[src/pcm_pkg.sv]
// Package: register map, field layout and reset values of the chop clock and master duty block
package pcm_pkg;

  // ****************************************
  // Register offsets (byte addresses)
  // ****************************************
  localparam logic [11:0] PCM_OFF_CHOP = 12'h000;
  localparam logic [11:0] PCM_OFF_MDC  = 12'h004;

  // ****************************************
  // Field layout
  // ****************************************
  localparam int unsigned PCM_EN_BIT  = 15;
  localparam int unsigned PCM_DIV_W   = 10;
  localparam int unsigned PCM_REG_W   = 16;
  localparam int unsigned PCM_PRE_W   = 3;

  // ****************************************
  // Reset values
  // ****************************************
  localparam logic                 PCM_EN_RST   = 1'b0;
  localparam logic [PCM_DIV_W-1:0] PCM_DIV_RST  = 10'h000;
  localparam logic [PCM_REG_W-1:0] PCM_MDC_RST  = 16'h0000;
  localparam logic [31:0]          PCM_ZERO_32  = 32'h0000_0000;

endpackage : pcm_pkg

[src/pcm_divider.sv]
// Programmable counter that turns an input enable pulse stream into a slower pulse stream
module pcm_divider
  import pcm_pkg::*;
#(
  parameter int unsigned WIDTH = 10
) (
  input  wire logic             clock_i,
  input  wire logic             resetn_i,
  input  wire logic             run_i,
  input  wire logic             tick_i,
  input  wire logic [WIDTH-1:0] divisor_i,
  output logic                  pulse_o
);

  // Counter and compare are sized for at most sixteen bits
  if (WIDTH < 1 || WIDTH > 16) begin : g_bad_width
    $error("pcm_divider: WIDTH out of range");
  end

  typedef struct packed {
    logic [WIDTH-1:0] count;
    logic             pulse;
  } pcm_div_state_t;

  pcm_div_state_t state;
  pcm_div_state_t next_state;

  // Count input ticks, emit one pulse every divisor+1 ticks
  always_comb begin
    next_state       = state;
    next_state.pulse = 1'b0;
    if (!run_i) begin
      next_state.count = '0;
    end else if (tick_i) begin
      if (state.count >= divisor_i) begin // Also recovers if divisor shrinks mid-count
        next_state.count = '0;
        next_state.pulse = 1'b1;
      end else begin
        next_state.count = state.count + 1'b1;
      end
    end
  end

  // State register
  always_ff @(posedge clock_i or negedge resetn_i) begin
    if (!resetn_i) begin
      state <= '0;
    end else begin
      state <= next_state;
    end
  end

  assign pulse_o = state.pulse;

endmodule // pcm_divider

[src/pcm_chop_mdc.sv]
// Top: APB registers for chop clock control and master duty, plus chop clock generation

// ****************************************
// Chop clock and master duty block
// ****************************************
// How it works
// Chop generator runs only while enable bit 15 is set; otherwise it is held.
// Chop rate is clock / prescale / (divider + 1).
// Master duty is a full 16-bit read/write value read back as written.
// Master duty clears to zero at reset.
// Chop bits 14..10 read zero, ignore writes; enable and divider clear at reset.
module pcm_chop_mdc
  import pcm_pkg::*;
#(
  parameter int unsigned DIV_W = PCM_DIV_W
) (
  input  wire logic                 clock_i,
  input  wire logic                 resetn_i,
  // Prescale select comes from logic on this clock, so it passes no synchroniser
  input  wire logic [PCM_PRE_W-1:0] pwm_prescale_select_i,
  // APB slave; only byte lanes 0 and 1 carry register bits
  input  wire logic                 psel,
  input  wire logic                 penable,
  input  wire logic                 pwrite,
  input  wire logic [11:0]          paddr,
  input  wire logic [31:0]          pwdata,
  input  wire logic [3:0]           pstrb,
  output logic      [31:0]          prdata,
  output logic                      pready,
  output logic                      pslverr,
  // Chop and duty outputs, each straight from a state flip-flop
  output logic                      chop_clock_o,
  output logic                      chop_tick_o,
  output logic      [PCM_REG_W-1:0] master_duty_o,
  output logic                      chop_generator_enable_o
);

  // ****************************************
  // Elaboration checks
  // ****************************************
  // Bus byte lane and prescale counter widths the logic below is written for
  localparam int unsigned LANE_W    = 8;
  localparam int unsigned PRE_CNT_W = 8;

  // The read image and the lane split assume the divider field as laid out
  if (DIV_W != PCM_DIV_W) begin : g_bad_div_w
    $error("pcm_chop_mdc: DIV_W must match the chop divider field");
  end
  // Divider must reach into lane 1 yet stay below the enable bit
  if (DIV_W <= LANE_W || DIV_W > PCM_EN_BIT) begin : g_bad_div_span
    $error("pcm_chop_mdc: divider field must straddle the byte lanes below the enable bit");
  end
  // Registers are two byte lanes wide and hold the enable bit
  if (PCM_REG_W != 2 * LANE_W || PCM_EN_BIT >= PCM_REG_W) begin : g_bad_reg_w
    $error("pcm_chop_mdc: register width must be two byte lanes holding the enable bit");
  end
  // The largest prescale ratio must still fit the prescale counter
  if ((1 << PCM_PRE_W) - 1 >= PRE_CNT_W) begin : g_bad_pre_w
    $error("pcm_chop_mdc: prescale select wider than the prescale counter can serve");
  end
  // The two words need distinct, word-aligned byte addresses
  if (PCM_OFF_CHOP[1:0] != 2'b00 || PCM_OFF_MDC[1:0] != 2'b00 || PCM_OFF_CHOP == PCM_OFF_MDC) begin : g_bad_map
    $error("pcm_chop_mdc: register offsets must be distinct aligned words");
  end

  // ****************************************
  // State
  // ****************************************
  typedef struct packed {
    logic                 chop_generator_enable;
    logic [DIV_W-1:0]     chop_divider_value;
    logic [PCM_REG_W-1:0] master_duty;
    logic [7:0]           pre_count;
    logic                 pre_tick;
    logic                 chop_clock;
    logic                 chop_tick;
    logic [31:0]          rdata;
    logic                 ready;
    logic                 slverr;
  } pcm_state_t;

  // Registered state, plus the divider pulse that feeds it
  pcm_state_t state;
  pcm_state_t next_state;
  logic       chop_pulse;

  // ****************************************
  // Chop rate
  // ****************************************
  // Two cascaded enables: pre_tick every 2**select cycles, then a divider pulse
  // every divider+1 of those. Both stages are registered, so the first tick after
  // enabling lags by a couple of cycles; the spacing of later ticks is exact.
  // A divider rewritten while running acts at the next prescaled tick: a count
  // already past the new value ends the period there rather than wrapping.
  // Nothing counts while the enable is low, so every restart begins a full period.
  // Prescale ratio is 2**select; one-cycle enable pulses keep a single clock domain
  logic [7:0] pre_limit;
  assign pre_limit = 8'(({7'h00, 1'b1} << pwm_prescale_select_i) - 8'h01);

  // Chop divider: counts prescaled ticks
  pcm_divider #(
    .WIDTH (DIV_W)
  ) u_div (
    .clock_i   (clock_i),
    .resetn_i  (resetn_i),
    .run_i     (state.chop_generator_enable),
    .tick_i    (state.pre_tick),
    .divisor_i (state.chop_divider_value),
    .pulse_o   (chop_pulse)
  );

  // ****************************************
  // Bus decode
  // ****************************************
  // Full address compare so that aliases of the two words answer as unmapped
  // pready follows every setup by one cycle: no wait states, ever
  logic setup_ok;
  logic access_done;
  logic is_chop;
  logic is_mdc;
  logic is_mapped;
  assign setup_ok    = psel && !penable;
  assign access_done = psel && penable && state.ready; // Completing edge only
  assign is_chop     = (paddr == PCM_OFF_CHOP);
  assign is_mdc      = (paddr == PCM_OFF_MDC);
  assign is_mapped   = is_chop || is_mdc;

  // ****************************************
  // Next state
  // ****************************************
  // Single next-state process; pulses default low so each lasts one cycle
  always_comb begin
    next_state           = state;
    next_state.ready     = 1'b0;
    next_state.slverr    = 1'b0;
    next_state.pre_tick  = 1'b0;
    // Gated by the enable so a pulse already inside the divider cannot leak out after a stop
    next_state.chop_tick = chop_pulse && state.chop_generator_enable;

    // Prescaler stopped while disabled so the first chop period is full length
    if (!state.chop_generator_enable) begin
      next_state.pre_count  = '0;
      next_state.chop_clock = 1'b0;
    end else begin
      if (state.pre_count >= pre_limit) begin
        next_state.pre_count = '0;
        next_state.pre_tick  = 1'b1;
      end else begin
        next_state.pre_count = state.pre_count + 8'h01;
      end
      // Square wave for consumers that want a level rather than a strobe
      if (chop_pulse) begin
        next_state.chop_clock = ~state.chop_clock; // Toggle per divided tick
      end
    end

    // APB: answer decided in setup, pready high in the access cycle
    if (setup_ok) begin
      next_state.ready  = 1'b1;
      next_state.slverr = !is_mapped; // Unmapped: error, zero data, no write
      next_state.rdata  = PCM_ZERO_32;
      // Read data captured in setup, so it stands through the access cycle
      if (!pwrite) begin
        if (is_chop) begin
          next_state.rdata[PCM_EN_BIT]    = state.chop_generator_enable;
          next_state.rdata[DIV_W-1:0]     = state.chop_divider_value;
        end else if (is_mdc) begin
          next_state.rdata[PCM_REG_W-1:0] = state.master_duty;
        end
      end
    end

    // Write takes effect at the completing edge only
    if (access_done && pwrite) begin
      if (is_chop) begin
        // Lane 1 holds the enable and the top of the divider, lane 0 the rest
        if (pstrb[1]) begin
          next_state.chop_generator_enable = pwdata[PCM_EN_BIT];
          next_state.chop_divider_value[DIV_W-1:8] = pwdata[DIV_W-1:8];
        end
        if (pstrb[0]) begin
          next_state.chop_divider_value[7:0] = pwdata[7:0];
        end
      end else if (is_mdc) begin
        // Each lane of the duty word is written on its own strobe
        if (pstrb[1]) begin
          next_state.master_duty[15:8] = pwdata[15:8];
        end
        if (pstrb[0]) begin
          next_state.master_duty[7:0] = pwdata[7:0];
        end
      end
    end
  end

  // ****************************************
  // Registers
  // ****************************************
  // Asynchronous clear; the field resets spell out the power-on values
  always_ff @(posedge clock_i or negedge resetn_i) begin
    if (!resetn_i) begin
      state                       <= '0;
      state.chop_generator_enable <= PCM_EN_RST;
      state.chop_divider_value    <= PCM_DIV_RST;
      state.master_duty           <= PCM_MDC_RST;
    end else begin
      state <= next_state;
    end
  end

  // ****************************************
  // Outputs
  // ****************************************
  // Every output is a state flip-flop, never a decode
  assign prdata                  = state.rdata;
  assign pready                  = state.ready;
  assign pslverr                 = state.slverr;
  assign chop_clock_o            = state.chop_clock;
  assign chop_tick_o             = state.chop_tick;
  assign master_duty_o           = state.master_duty;
  assign chop_generator_enable_o = state.chop_generator_enable;

endmodule // pcm_chop_mdc

[config.mk]
export PLATFORM = sky130hd
export DESIGN_NAME = pcm_chop_mdc
export DESIGN_NICKNAME = d
export VERILOG_FILES = /design/src/pcm_pkg.sv /design/src/pcm_divider.sv /design/src/pcm_chop_mdc.sv
export SDC_FILE = /design/constraint.sdc
export NUM_CORES = 1
export LEC_CHECK = 0
export BUFFER_PORTS_ARGS = -buffer_cell sky130_fd_sc_hd__buf_2
export CORE_ASPECT_RATIO = 0.7
export CORE_MARGIN = 2
export CORE_UTILIZATION = 35
export CTS_CLUSTER_SIZE = 10
export DETAILED_ROUTE_END_ITERATION = 8
export GPL_TIMING_DRIVEN = 0
export PLACE_DENSITY = 0.58
export RECOVER_POWER = 25
export SLEW_MARGIN = 0
export SYNTH_ARGS = -nofsm -noshare
export SYNTH_HDL_FRONTEND = slang
export SYNTH_SLANG_ARGS = --single-unit
export TNS_END_PERCENT = 1
[constraint.sdc]
create_clock -name clock_i -period 4 [get_ports clock_i]
set_clock_uncertainty 0.15 [all_clocks]
set_input_delay 0 -clock clock_i [delete_from_list [all_inputs] [get_ports clock_i]]
set_output_delay 0 -clock clock_i [all_outputs]
set_load 0.05 [all_outputs]
==> impl_metrics.csv <==
group,metric,value,unit
setup_path,cp.required,4060,ps
grt,grt_util_all_layers,14.8,%
synth,yosys.area.top_type_share,44.4,%
detailed_routing,avgRoutedWirePerCell,13.5,µm
grt,grt-ovfl-total,0,
setup_path,criticalPathCategory,"in -> reg",
grt,grt_pass1_wl,13600,µm
synth,yosysWarnings,0,
timing,relSlewSlack,-10.1,%
timing,clock.fmax,0.409,GHz
timing,setup_viol,0,
placement,port_buffers,74,
timing,finalMaxSlewViolations,68,
die,die_area,11700,µm²
setup_path,cp_slowest_cell,"dlygate4sd3_1",
setup_path,critPathBufInv,3,
timing,min_period,2440,ps
setup_path,crit_chain,"dlygate4sd3_1 -> buf_2 -> nor4_2 -> dlygate4sd3_1 -> and3_4 -> nand2b_2 -> nor2_4 -> mux2_2",
cells_and_area,nets,538,
synth,yosys_register_bits,67,
setup_path,critical_path_arrival,2500,ps
timing,final_hold_viol_count,0,
synth,synth_edf_count,0,
outcome,outcome,"finished with violations",
cts,htree_levels,3,
setup_path,slowest_delay,610,ps
detailed_routing,drt-initial-drc-count,116,
pwr,vdd_drop_max,200,µV
synth,synth_cells,339,
cts,path_clk_slew,60,ps
grt,grt_start_max_net_pins,68,
synth,synth_ff_type,"dfrtp_1",
detailed_routing,vias_per_cell,4.64,
detailed_routing,dr_total_vias,2782,
setup_path,crit_fanout,8,
placement,place_congestion,0.827,
timing,worst_pin_slew,1650,ps
die,start_util,36.2,%
synth,synthTopCellsByArea,"dfrtp_1, buf_4, mux2_2",
synth,synth_cell_types,47,
die,coreArea,10400,µm²
cts,cts_root_buf,"clkbuf_16",
cts,cts_buffers,9,
timing,fin_tns_setup,0,ps
pwr,p_leak,2.63,nW
timing,rsz0062_at_grt,"false",
synth,synth_most_common_cell,"dfrtp_1",
timing,finalCritPeriodShare,61.1,%
cells_and_area,final_core_util,46.8,%
synth,ys_top_cells_by_count,"dfrtp_1, buf_4, mux2_2, ha_1, nand3_1",
cts,cts_buffer_depth,2,
setup_path,end_kind,"register",
cts,clock_sinks,67,
synth,ys_async_sr_fraction,100,%
detailed_routing,route.detailed.drc,0,
die,io_pins,109,
die,die_x,128,µm
die,die_h,90.9,µm
setup_path,critPathMostFrequentCell,"dlygate4sd3_1",
cts,tritoncts,"done",
cells_and_area,diodes,0,
detailed_routing,drtPass1Iterations,4,
cells_and_area,area_growth,29.1,%
pwr,p_per_area,321,nW/µm²
grt,antenna_found_initial,0,
detailed_routing,wirelength,8090,µm
synth,yosys.area.top_type,"dfrtp_1",
job,drv_cap,1,
synth,synth.cell_area,3780,µm²
placement,dp_hpwl,5940,µm
detailed_routing,drtAntennaViolNets,0,
synth,yosysSeqAreaShare,44.4,%
die,row_count,31,
synth,postSynthAreaPerCell,11.1,µm²
cells_and_area,drive_gt1_share,37.7,%
grt,first_global_vias,2839,
setup_path,crit_family,"buffers and inverters",
setup_path,cp-start-kind,"input port",
cts,cts_resized,0,
hold_path,hp-class,"in -> reg",
cts,clk_latency,330,ps
outcome,violations,"capacitance limit, slew limit",
-- state kept, by name, indices dropped and copies added, names as in the netlist --
name / cells
state: 19
prdata: 16
chop_generator_enable_o: 1
chop_tick_o: 1
pready: 1
chop_clock_o: 1
u_div.pulse_o: 1
pslverr: 1
master_duty_o: 16
u_div.state: 10
-- cell type report --
type	instances	area [µm²]
buffer	55	403
clock buffer	9	225
clock inverter	7	68.8
fill	974	5560
inverter	15	56.3
multi-input combinational	217	1690
sequential	67	1680
tap	132	165
timing repair buffer	97	592
-- timing repair --
action                                 in CTS  in global routing
hold buffers                               23                  0
endpoints found under the hold margin      99                  0
buffers inserted                            0                  0
-- cell usage in the layout, fill, tap and decap left out, types with 9 or more instances in the layout --
| cell type | instances |
|---|---|
| clkbuf_1 | 11 |
| a21oi_1 | 9 |
| inv_1 | 15 |
| and3_1 | 10 |
| nand3_1 | 16 |
| dlygate4sd3_1 | 23 |
| mux2_2 | 26 |
| nor2_1 | 12 |
| nand2_1 | 15 |
| buf_2 | 67 |
| dfrtp_1 | 67 |
| conb_1 | 17 |
| a22o_1 | 10 |
| buf_4 | 48 |
| a21o_1 | 10 |
| ha_1 | 20 |
| clkbuf_16 | 9 |
-- path summary, 6_finish.rpt --
check | from | end | slack [ps] | depth (start not counted)
min reg2reg | state[37]$_DFF_PN0_ | state[37]$_DFF_PN0_ | 340 | 1
max in group asynchronous | resetn_i | prdata[15]$_DFFE_PN0P_ | 2220 | 2
min in group asynchronous | resetn_i | prdata[2]$_DFFE_PN0P_ | 490 | 2
max | paddr[1] | state[66]$_DFFE_PN0P_ | 1560 | 8
min | penable | prdata[12]$_DFFE_PN0P_ | 90 | 4
max reg2reg | u_div.state[10]$_DFFE_PN0P_ | u_div.state[2]$_DFFE_PN0P_ | 1720 | 7
-- cell families after synthesis --
group                    after synthesis  share of synthesized area (%)
flip-flops                            67                           44.4
adder cells (fa/ha/maj)               20                           6.62
other                                  2                          0.199
AND/OR/NAND/NOR                       84                           14.1
XOR/XNOR                               7                           1.62
AO/OA/AOI/OAI                         61                           12.4
buffers and inverters                 70                           12.4
multiplexers                          28                           8.31
-- where the power goes --
group          total (mW)  switching, mW  internal, mW
Combinational       0.119         0.0749        0.0436
Clock               0.768          0.289         0.479
Sequential          0.680       0.000524         0.679
-- worst reg2reg max path: stages (launching register included) --
cell and delay (ps):
dfrtp_1 410, ha_1 300, a21oi_1 210, o21ai_0 110, a31oi_1 270, clkbuf_1 420
nand4_1 140, a21boi_0 190
-- metrics by stage --
stage / power, mW / worst slack (ps) / area (µm²) / hold slack, ps / std cells
finish: 1.57 / 1560 / 4880 / 91.4 / 599
CTS: 1.59 / 1560 / 4900 / 84.8 / 599
global placement: 0.796 / 1780 / 4370 / 72.0 / 560
floorplan: 0.755 / 2090 / 3830 / -446 / 354
global route: 1.63 / 1460 / 4880 / 94.8 / 599
detailed placement: 0.798 / 1750 / 4370 / 28.5 / 560
-- routing by layer --
layer | track usage, % | wire, µm | up-vias
li1 | - | - | 1405
met1 | 19.5 | 3910 | 1304
met2 | 22.6 | 3670 | 63
met3 | 5.66 | 420 | 10
met4 | 4.49 | 84 | 0
met5 | 0 | 0 | -
Power figures use the tool's default switching activity.
